[config.mk]
export PLATFORM = sky130hd
export DESIGN_NAME = cpu_condition_flag_logic
export DESIGN_NICKNAME = d
export VERILOG_FILES = /design/src/common/flag_pkg.sv /design/src/cpu_condition_flag_logic.sv
export SDC_FILE = /design/constraint.sdc
export NUM_CORES = 1
export LEC_CHECK = 0
export BUFFER_PORTS_ARGS = -buffer_cell sky130_fd_sc_hd__buf_4
export CAP_MARGIN = 0
export CORE_MARGIN = 2
export CORE_UTILIZATION = 53
export DETAILED_ROUTE_END_ITERATION = 10
export PLACE_DENSITY = 0.95
export RECOVER_POWER = 50
export SLEW_MARGIN = 20
export SYNTH_ARGS = -nofsm -noshare
export SYNTH_HDL_FRONTEND = slang
export SYNTH_SLANG_ARGS = --single-unit
[constraint.sdc]
create_clock -name aclk -period 9.26 [get_ports aclk]
set_input_delay 1.852 -clock aclk [delete_from_list [all_inputs] [get_ports aclk]]
set_output_delay 1.852 -clock aclk [all_outputs]
set_load 0.005 [all_outputs]
[src/common/flag_pkg.sv]
/*
 * Constants and carrier types for the CPU condition flag logic.
 * Assumes a single aclk domain and an AXI4-Lite master for register access.
 */
package flag_pkg;

	// flag bit positions
	localparam int V_BIT = 7;
	localparam int H_BIT = 4;
	localparam int I_BIT = 3;
	localparam int N_BIT = 2;
	localparam int Z_BIT = 1;
	localparam int C_BIT = 0;

	// fixed bits 6 and 5
	localparam logic [1:0] FIXED_HI = 2'h3;

	// flag state after reset: mask set, fixed bits high
	localparam logic [7:0] FLAGS_RESET = 8'h68;

	// register map
	localparam int         AXI_ADDR_W   = 4;
	localparam logic [3:0] FLAGS_OFFSET = 4'h0;

	// bus responses
	localparam logic [1:0] RESP_OKAY   = 2'h0;
	localparam logic [1:0] RESP_SLVERR = 2'h2;

	typedef enum logic [3:0] {
		OP_NONE    = 4'h0,
		OP_ADD     = 4'h1,
		OP_ADC     = 4'h2,
		OP_SUB     = 4'h3,
		OP_SBC     = 4'h4,
		OP_LOGIC   = 4'h5,
		OP_LOAD8   = 4'h6,
		OP_LOAD16  = 4'h7,
		OP_DECADJ  = 4'h8,
		OP_SHIFT   = 4'h9,
		OP_BITTEST = 4'hA,
		OP_UNMASK  = 4'hB,
		OP_MASK    = 4'hC
	} op_kind_t;

	// one operation from the execution datapath
	typedef struct packed {
		op_kind_t    kind;
		logic [7:0]  a;
		logic [7:0]  b;
		logic [15:0] wide;
		logic        shift_c;
	} op_req_t;

	// whole block state
	typedef struct packed {
		logic [7:0]            flags;
		logic                  hold;
		logic [7:0]            result;
		logic                  aw_have;
		logic [AXI_ADDR_W-1:0] awaddr_q;
		logic                  w_have;
		logic [7:0]            wdata_q;
		logic                  wstrb0_q;
		logic                  bvalid;
		logic [1:0]            bresp;
		logic                  rvalid;
		logic [7:0]            rdata;
		logic [1:0]            rresp;
	} state_t;

endpackage : flag_pkg

[src/cpu_condition_flag_logic.sv]
/*
 * Condition flag register, interrupt mask gating and flag update logic
 * for an 8-bit CPU, with an AXI4-Lite view of the flag register.
 * Assumes op_valid pulses once per executed operation, irq_boundary
 * marks each instruction boundary, stack_done pulses when the interrupt
 * entry has pushed the registers. All inputs synchronous to aclk.
 */
// Added by the designer: the register addresses and register access over AXI4-Lite.
module cpu_condition_flag_logic
	import flag_pkg::*;
(
	// clock, reset, enable
	input  wire logic                  aclk,
	input  wire logic                  aresetn,
	input  wire logic                  ce,
	// datapath operation
	input  wire logic                  op_valid,
	input  wire op_req_t               op,
	output logic [7:0]                 result,
	output logic [7:0]                 status_flags,
	// branch conditions
	output logic                       branch_greater,
	output logic                       branch_greater_equal,
	output logic                       branch_less_equal,
	output logic                       branch_less,
	// interrupt sequencing
	input  wire logic                  irq_pending,
	input  wire logic                  irq_boundary,
	input  wire logic                  stack_done,
	output logic                       irq_take,
	// axi4-lite write
	input  wire logic [AXI_ADDR_W-1:0] awaddr,
	input  wire logic                  awvalid,
	output logic                       awready,
	input  wire logic [31:0]           wdata,
	input  wire logic [3:0]            wstrb,
	input  wire logic                  wvalid,
	output logic                       wready,
	output logic [1:0]                 bresp,
	output logic                       bvalid,
	input  wire logic                  bready,
	// axi4-lite read
	input  wire logic [AXI_ADDR_W-1:0] araddr,
	input  wire logic                  arvalid,
	output logic                       arready,
	output logic [31:0]                rdata,
	output logic [1:0]                 rresp,
	output logic                       rvalid,
	input  wire logic                  rready
);

	state_t s_r;
	state_t s_nxt;

	logic [8:0] sum9;
	logic [8:0] diff9;
	logic       half_c;
	logic [8:0] dec9;
	logic       cin;
	logic       add_op;
	logic       sub_op;

	// nibble carry out of bit 3
	function automatic logic nib_carry(input logic [3:0] a,
		input logic [3:0] b, input logic c);
		logic [4:0] t;
		t = {1'b0, a} + {1'b0, b} + {4'h0, c};
		nib_carry = t[4];
	endfunction : nib_carry

	// bcd correction: {carry, adjusted value}
	function automatic logic [8:0] dec_adjust(input logic [7:0] a,
		input logic h, input logic c);
		logic       lo_fix;
		logic       hi_fix;
		logic [7:0] corr;
		lo_fix = h || (a[3:0] > 4'h9);
		hi_fix = c || (a[7:4] > 4'h9)
			|| ((a[7:4] >= 4'h9) && (a[3:0] > 4'h9));
		corr = {(hi_fix ? 4'h6 : 4'h0), (lo_fix ? 4'h6 : 4'h0)};
		dec_adjust = {hi_fix, a + corr};
	endfunction : dec_adjust

	// signed overflow for add or subtract
	function automatic logic ovf(input logic [7:0] a, input logic [7:0] b,
		input logic [7:0] r, input logic is_sub);
		ovf = is_sub ? ((a[7] != b[7]) && (r[7] != a[7]))
			: ((a[7] == b[7]) && (r[7] != a[7]));
	endfunction : ovf

	assign add_op = (op.kind == OP_ADD) || (op.kind == OP_ADC);
	assign sub_op = (op.kind == OP_SUB) || (op.kind == OP_SBC);
	assign cin    = ((op.kind == OP_ADC) || (op.kind == OP_SBC))
		&& s_r.flags[C_BIT];
	assign sum9   = {1'b0, op.a} + {1'b0, op.b} + {8'h00, cin};
	assign diff9  = {1'b0, op.a} - {1'b0, op.b} - {8'h00, cin};
	assign half_c = nib_carry(op.a[3:0], op.b[3:0], cin);
	assign dec9   = dec_adjust(op.a, s_r.flags[H_BIT], s_r.flags[C_BIT]);

	always_comb begin
		s_nxt = s_r;
		// instruction boundary ends the post-unmask shadow
		if (irq_boundary && s_r.hold) begin
			s_nxt.hold = 1'b0;
		end
		// write channel capture, either order
		if (awvalid && awready) begin
			s_nxt.aw_have  = 1'b1;
			s_nxt.awaddr_q = awaddr;
		end
		if (wvalid && wready) begin
			s_nxt.w_have   = 1'b1;
			s_nxt.wdata_q  = wdata[7:0];
			s_nxt.wstrb0_q = wstrb[0];
		end
		if (s_r.bvalid && bready) begin
			s_nxt.bvalid = 1'b0;
		end
		if (s_r.aw_have && s_r.w_have) begin
			s_nxt.aw_have = 1'b0;
			s_nxt.w_have  = 1'b0;
			s_nxt.bvalid  = 1'b1;
			if (s_r.awaddr_q == FLAGS_OFFSET) begin
				s_nxt.bresp = RESP_OKAY;
				if (s_r.wstrb0_q) begin
					s_nxt.flags = s_r.wdata_q;
					if (s_r.flags[I_BIT] && !s_r.wdata_q[I_BIT]) begin
						s_nxt.hold = 1'b1;
					end
				end
			end else begin
				s_nxt.bresp = RESP_SLVERR;
			end
		end
		// read channel
		if (s_r.rvalid && rready) begin
			s_nxt.rvalid = 1'b0;
		end
		if (arvalid && arready) begin
			s_nxt.rvalid = 1'b1;
			if (araddr == FLAGS_OFFSET) begin
				s_nxt.rdata = s_r.flags;
				s_nxt.rresp = RESP_OKAY;
			end else begin
				s_nxt.rdata = 8'h00;
				s_nxt.rresp = RESP_SLVERR;
			end
		end
		// datapath flag updates override a same-cycle bus write
		if (op_valid) begin
			case (op.kind)
				OP_ADD, OP_ADC: begin
					s_nxt.result        = sum9[7:0];
					s_nxt.flags[H_BIT]  = half_c;
					s_nxt.flags[C_BIT]  = sum9[8];
					s_nxt.flags[V_BIT]  = ovf(op.a, op.b, sum9[7:0],
						1'b0);
					s_nxt.flags[N_BIT]  = sum9[7];
					s_nxt.flags[Z_BIT]  = (sum9[7:0] == 8'h00);
				end
				OP_SUB, OP_SBC: begin
					s_nxt.result        = diff9[7:0];
					s_nxt.flags[C_BIT]  = diff9[8];
					s_nxt.flags[V_BIT]  = ovf(op.a, op.b, diff9[7:0],
						1'b1);
					s_nxt.flags[N_BIT]  = diff9[7];
					s_nxt.flags[Z_BIT]  = (diff9[7:0] == 8'h00);
				end
				OP_DECADJ: begin
					s_nxt.result        = dec9[7:0];
					s_nxt.flags[C_BIT]  = dec9[8];
					s_nxt.flags[N_BIT]  = dec9[7];
					s_nxt.flags[Z_BIT]  = (dec9[7:0] == 8'h00);
				end
				OP_LOGIC: begin
					s_nxt.result        = op.a;
					s_nxt.flags[V_BIT]  = 1'b0;
					s_nxt.flags[N_BIT]  = op.a[7];
					s_nxt.flags[Z_BIT]  = (op.a == 8'h00);
				end
				OP_LOAD8: begin
					s_nxt.result        = op.a;
					s_nxt.flags[V_BIT]  = 1'b0;
					s_nxt.flags[N_BIT]  = op.a[7];
					s_nxt.flags[Z_BIT]  = (op.a == 8'h00);
				end
				OP_LOAD16: begin
					s_nxt.result        = op.wide[7:0];
					s_nxt.flags[V_BIT]  = 1'b0;
					s_nxt.flags[N_BIT]  = op.wide[15];
					s_nxt.flags[Z_BIT]  = (op.wide == 16'h0000);
				end
				OP_SHIFT: begin
					s_nxt.result        = op.a;
					s_nxt.flags[C_BIT]  = op.shift_c;
					s_nxt.flags[N_BIT]  = op.a[7];
					s_nxt.flags[Z_BIT]  = (op.a == 8'h00);
					s_nxt.flags[V_BIT]  = op.a[7] ^ op.shift_c;
				end
				OP_BITTEST: begin
					s_nxt.flags[C_BIT]  = op.shift_c;
				end
				OP_UNMASK: begin
					s_nxt.flags[I_BIT]  = 1'b0;
					if (s_r.flags[I_BIT]) begin
						s_nxt.hold = 1'b1;
					end
				end
				OP_MASK: begin
					s_nxt.flags[I_BIT]  = 1'b1;
				end
				default: begin
					s_nxt.result = s_r.result;
				end
			endcase
		end
		// interrupt entry mask set wins over any clear
		if (stack_done) begin
			s_nxt.flags[I_BIT] = 1'b1;
		end
		s_nxt.flags[6:5] = FIXED_HI;
	end

	always_ff @(posedge aclk) begin
		if (!aresetn) begin
			s_r       <= '0;
			s_r.flags <= FLAGS_RESET;
		end else if (ce) begin
			s_r <= s_nxt;
		end
	end

	// outputs
	assign result       = s_r.result;
	assign status_flags = s_r.flags;
	// bus looks stalled while frozen, so no handshake is lost
	assign awready      = ce && !s_r.aw_have && !s_r.bvalid;
	assign wready       = ce && !s_r.w_have && !s_r.bvalid;
	assign bvalid       = ce && s_r.bvalid;
	assign bresp        = s_r.bresp;
	assign arready      = ce && !s_r.rvalid;
	assign rvalid       = ce && s_r.rvalid;
	assign rresp        = s_r.rresp;
	assign rdata        = {24'h000000, s_r.rdata};

	// signed compares use N xor V
	assign branch_greater_equal = !(s_r.flags[N_BIT] ^ s_r.flags[V_BIT]);
	assign branch_less          = s_r.flags[N_BIT] ^ s_r.flags[V_BIT];
	assign branch_greater       = branch_greater_equal && !s_r.flags[Z_BIT];
	assign branch_less_equal    = branch_less || s_r.flags[Z_BIT];

	assign irq_take = ce && irq_boundary && irq_pending
		&& !s_r.flags[I_BIT]
		&& !s_r.hold;
endmodule : cpu_condition_flag_logic

## Word-level counts from Yosys, hierarchy flattened

Cells that the tools add are included.
W data, S select, Z words.

| cells by class | value |
|---|---|
| $mul | 0 |
| shift-type cells | 0 |
| add/sub/neg operators | 7 |
| $lt $le $gt $ge | 3 |
| bitwise gates (word level) | 2 |
| muxes and demuxes | 28 |
| reductions and logical operators | 64 |
| equality and inequality tests | 16 |
| div/mod/pow operators | 0 |

Operators with widths:

| kind | number |
|---|---|
| $pmux W8 S5 | 1 |
| $logic_not A8 Y1 | 4 |
| $mux W9 | 3 |
| $logic_and A1 B1 Y1 | 24 |
| $eq A4 B4 Y1 const B | 5 |
| $mux W10 | 2 |
| $eq A4 B3 Y1 const B | 4 |
| $logic_not A16 Y1 | 1 |
| $reduce_and A2 Y1 | 8 |
| $mux W14 | 1 |
| $mux W1 | 11 |
| $mux W11 | 1 |
| $pmux W2 S5 | 1 |
| $add A8 B8 Y9 | 1 |
| $add A9 B1 Y9 | 1 |
| $logic_not A1 Y1 | 9 |
| $mux W3 | 3 |
| $sub A8 B8 Y9 | 1 |
| $sub A9 B1 Y9 | 1 |
| $add A8 B7 Y8 | 1 |
| $eq A4 B2 Y1 const B | 2 |
| $gt A4 B4 Y1 const B | 2 |
| $logic_not A4 Y1 | 2 |
| $pmux W1 S4 | 2 |
| 16 further kinds | 29 |

| storage, ports and cells | value |
|---|---|
| memories kept | 0 |
| RAM bits | 0 |
| output and inout bits | 62 |
| ROM bits | 0 |
| word-level logic and storage cells | 133 |
| register bits | 44 |
| latch bits | 0 |

## Longest topological paths before layout

| logic depth | value |
|---|---|
| depth in word-level cells | 10 |
| mapped depth | 14 |

## Least setup slack after synthesis

OpenSTA, ideal clock, no wires.

| path | value |
|---|---|
| path kind | input port to flip-flop |
| start | in op[34] (netlist name) |
| end | reg s_r, in the netlist status_flags[1] |
| setup slack | 4,528 ps |
| setup time | 73 ps |
| stages on the path | 11 |
| arrival | 4,660 ps |
| buffers on the path | 2 |
| data required time | 9,187 ps |
| cells stage by stage | buf_4 > clkbuf_1 > xor2_1 > nand3_1 > fa_1 > inv_1 > fa_1 > or3_1 > or4_1 > o32a_1 > o22ai_2 |

| between the ends | value |
|---|---|
| word-level cells in the longest chain between the ends | 7 |

Ends and longest elaborated chain:

| element | line | text |
|---|---|---|
| start: declaration | cpu_condition_flag_logic.sv:18 | `input wire op_req_t op,` |
| $eq A4 B2 Y1 / $eq A4 B3 Y1 (equally long branches) | cpu_condition_flag_logic.sv:93, cpu_condition_flag_logic.sv:151 |  |
| $logic_or A1 B1 Y1 | cpu_condition_flag_logic.sv:93 | `assign cin = ((op.kind == OP_ADC) \|\| (op.kind == OP_SBC))` |
| $logic_and A1 B1 Y1 | cpu_condition_flag_logic.sv:94 | `&& s_r.flags[C_BIT];` |
| $sub A9 B1 Y9 / $add A9 B1 Y9 (equally long branches) | cpu_condition_flag_logic.sv:96, cpu_condition_flag_logic.sv:95 |  |
| $logic_not A8 Y1 (on tied branches) | cpu_condition_flag_logic.sv:167, cpu_condition_flag_logic.sv:159 |  |
| $pmux W2 S5 * | cpu_condition_flag_logic.sv:151 | `case (op.kind)` |
| $mux W14 * | cpu_condition_flag_logic.sv:150 | `if (op_valid) begin` |
| end signal: assignment | cpu_condition_flag_logic.sv:229 | `s_r <= s_nxt;` |
| end: declaration | cpu_condition_flag_logic.sv:52 | `state_t s_r;` |

Every way passes the cells marked *; elsewhere a longest branch is shown, timed or not.
A chain may end at the register's enable or synchronous reset.

## Worst setup path after layout

| path | value |
|---|---|
| start | in ce |
| end | out arready |

| between the ends | value |
|---|---|
| word-level cells in the longest chain between the ends | 1 |

Ends and longest elaborated chain:

| element | line | text |
|---|---|---|
| start: declaration | cpu_condition_flag_logic.sv:15 | `input wire logic ce,` |
| $logic_and A1 B1 Y1 | cpu_condition_flag_logic.sv:241 | `assign arready = ce && !s_r.rvalid;` |
| end: declaration | cpu_condition_flag_logic.sv:45 | `output logic arready,` |

Every way passes these cells.

==> flow_metrics.py <==
metrics = {
    "floorplanning": {
        "rows": 30,
        "fp.dieArea_um2": 7710,
        "chipWidth_um": 87.8,
        "core_um2": 6790,
        "ios": 155,
        "initial_core_util_pct": 54.8,
        "die_y_um": 87.8,
    },
    "setup_path": {
        "required_ns": 7.41,
        "worst_path_dominant_cell_family": "buffers and inverters",
        "slowest_stage": "clkbuf_1",
        "crit_type": "in2out",
        "path_cells": "clkbuf_1 > inv_1 > nor2_1 > buf_4",
        "max_stage_delay_ns": 0.48,
        "crit_path_start_kind": "primary input",
        "end_kind": "output pin",
        "reg2reg_slack_ns": 6.22,
        "cp.arrival_ns": 3.05,
        "worstReg2RegEnd": "status_flags[1]",
        "cp_num_buf_inv": 3,
        "crit_cells": 4,
        "path_max_fanout": 14,
        "regToRegStartpoint": "status_flags[0]",
        "r2r_cells": 8,
        "crit_start": "ce",
    },
    "grt": {
        "grt_use_total_pct": 26.7,
        "grt_start_max_net_pins": 41,
        "antenna_found_initial": 0,
        "grt_pass1_vias": 3358,
        "grt_pass1_wl_um": 16100,
        "grt.overflow.total": 0,
    },
    "cells_and_area": {
        "n_fill_cell": 614,
        "post-route-util_pct": 62.9,
        "antenna_cells": 0,
        "final_cells": 629,
        "final_layout_size_suffix_gt1_share_pct": 20.1,
        "area_growth_pct": 14.9,
        "fin_nets": 653,
    },
    "clock_network": {
        "cts_made_buffers": 5,
        "cts_tree": "built",
        "postCtsResizedCells": 0,
        "clk_pin_slew_worst_paths_ns": 0.08,
        "cts_root_buf": "clkbuf_8",
        "cts.sink_count": 39,
        "worst_skew_pair.late_latency_ns": 0.29,
        "htree_levels": 2,
        "clock_path_buffers": 2,
        "cts_hold_buf": 0,
        "postCtsSetupBuffers": 0,
    },
    "logic_synthesis": {
        "synth_adder_area_share_pct": 10.4,
        "synthMuxAreaShare_pct": 3.26,
        "ys_warn_count": 0,
        "syn-cell-area_um2": 3720,
        "yosysSeqAreaShare_pct": 21.0,
        "synthCells": 472,
        "synth_compound_area_share_pct": 24.0,
        "synth-xor-area-share_pct": 4.67,
        "yosys.area_share.simple_pct": 21.0,
        "syn_area_per_cell_um2": 7.88,
        "ys_ff_latch": 39,
        "synth-edff-count": 0,
        "synthFlopType": "dfxtp_1",
        "synth_top_family_by_area": "compound AO/OA/AOI/OAI gates",
        "async_flop_share_pct": 0,
        "ys_types": 70,
    },
    "hold_path": {
        "hold-path-endpoint": "result[4]",
        "hold-path-cell-count": 2,
        "min_from": "result[4]",
        "hp-class": "reg2reg",
    },
    "routing": {
        "postRouteAntennaNets": 0,
        "wl_per_cell_um": 16.5,
        "vias_per_cell": 5.76,
        "drc": 0,
        "routed_wl_um": 10400,
        "vias": 3625,
        "drtIter0Drc": 223,
        "dr.pass1.iters": 5,
    },
    "power_and_ir_drop": {
        "fin_total_pwr_uw": 481,
        "ir_drop_uv": 57.8,
        "p_leak_uw": 0.00185,
        "power_density_nw_per_um2": 113,
    },
    "placed_design": {
        "place_congestion": 0.953,
        "io_buffers": 97,
        "placed_cells": 621,
        "place_hpwl_um": 8420,
    },
    "run_status": {
        "outcome": "complete, no violations",
    },
    "timing": {
        "finalMaxSlewViolations": 0,
        "fin_skew_ns": 0.00787,
        "fin_crit_ns": 4.91,
        "relSlewSlack_pct": 31.5,
        "fin_crit_sh_pct": 53.0,
        "fin_tns_setup_ns": 0,
        "hold_viol": 0,
        "finalSetupViolCount": 0,
        "worst_pin_slew_ns": 1.02,
        "fmax_mhz": 204,
        "rsz0062_at_grt": "no",
        "whs_ns": 0.472,
    },
    "run": {
        "max-cap-violations": 0,
    },
}
==> per-stage QoR <==
stage	setup slack (ns)	cell area, um^2
after CTS	4.71	4290
after global routing	4.25	4280
final	4.35	4280
after global placement	4.42	4210
after detailed placement	4.40	4210
after floorplan	4.53	3820
==> layout by cell type (no fill, tap or decap), drive strengths merged, types with 4 or more instances in the layout <==
master | Yosys | routed
nand2 | 25 | 25
nor3 | 7 | 7
a21o | 4 | 4
and2 | 6 | 6
a31oi | 6 | 6
mux2i | 11 | 11
conb | 2 | 28
nand2b | 10 | 10
o22ai | 6 | 6
buf | 53 | 72
nand3 | 13 | 13
ha | 23 | 23
xnor2 | 11 | 11
o21ai | 15 | 15
o211ai | 5 | 5
a21oi | 26 | 26
nor2 | 32 | 32
a22oi | 7 | 7
nor2b | 27 | 27
nor4 | 8 | 8
clkbuf | 18 | 32
inv | 29 | 29
xor2 | 8 | 8
a211oi | 5 | 5
dfxtp | 39 | 39
fa | 5 | 5
or4 | 4 | 4
or3 | 5 | 5
==> layer usage <==
metal | vias up | GRT usage [%] | part of all wire, %
li1 | 1739 | - | -
met1 | 1680 | 31.6 | 40
met2 | 185 | 49.4 | 51
met3 | 21 | 4.15 | 7.3
met4 | 0 | 7.69 | 1.8
met5 | - | 0 | 0
==> worst max-delay path by stage <==
stage	end	slack, ns
3_3_place_gp	result[7]	4.42
5_1_grt	arready	4.25
2_1_floorplan	status_flags[1]	4.53
6_report	arready	4.35
3_5_place_dp	result[7]	4.40
4_1_cts	result[7]	4.71
==> where the power goes <==
part / internal, uW / total, uW / switching [uW] / leakage [uW]
Combinational: 82.5 / 188 / 106 / 0.00149
Clock: 52.7 / 113 / 59.9 / 0.0000412
Sequential: 175 / 180 / 5.43 / 0.000318
Total: 310 / 481 / 171 / 0.00185
==> flip-flops by register name, summed over array words and instances (netlist names) <==
register and flops:
result 8, rresp 1, rdata 7, bresp 1, status_flags 6, s_r 16
==> synthesized netlist by cell type (5+ instances only) <==
master / number / area (um^2)
and2_1: 6 / 37.5
xnor2_1: 11 / 96.3
or3_1: 5 / 31.3
a211oi_1: 5 / 37.5
clkbuf_1: 18 / 67.6
nand2b_1: 10 / 62.6
nand2_1: 25 / 93.8
nor3_1: 7 / 35.0
dfxtp_1: 39 / 781
nor4_1: 8 / 50.1
o22ai_1: 5 / 31.3
nand3_1: 13 / 65.1
fa_1: 5 / 100
a21oi_1: 26 / 130
buf_4: 53 / 398
ha_1: 23 / 288
a31oi_1: 6 / 37.5
mux2i_1: 11 / 110
a22oi_1: 7 / 52.6
o21ai_0: 15 / 75.1
inv_1: 29 / 109
nor2b_1: 27 / 169
xor2_1: 7 / 61.3
nor2_1: 32 / 120
o211ai_1: 5 / 37.5
==> layout make-up <==
cell class / instances / area (um^2) / area share (%)
multi-input cells: 359 / 2460 / 57.6
repair buffers: 98 / 717 / 16.8
inverters: 29 / 109 / 2.55
flip-flops and latches: 39 / 781 / 18.3
well taps: 96 / 120 / 2.81
clock inverters: 2 / 12.5 / 0.293
clock buffers: 6 / 72.6 / 1.70
==> worst reg2reg max path, stage by stage (launching register included) <==
cell and delay [ns]:
dfxtp_1 0.44, nand3_1 0.20, fa_1 0.47, inv_1 0.09, fa_1 0.44, or3_1 0.38, or4_1 0.50, o32a_1 0.36
o22ai_2 0.11
==> logic make-up after synthesis <==
| kind of cell | Yosys count |
|---|---|
| AOI/OAI and AO/OA | 123 |
| xor gates and xnor gates | 19 |
| adders and majority gates | 28 |
| buffers and inverters | 100 |
| DFF | 39 |
| muxes | 12 |
| other | 2 |
| and+or+nand+nor | 149 |
No activity file was read; power rests on OpenSTA's default activity.
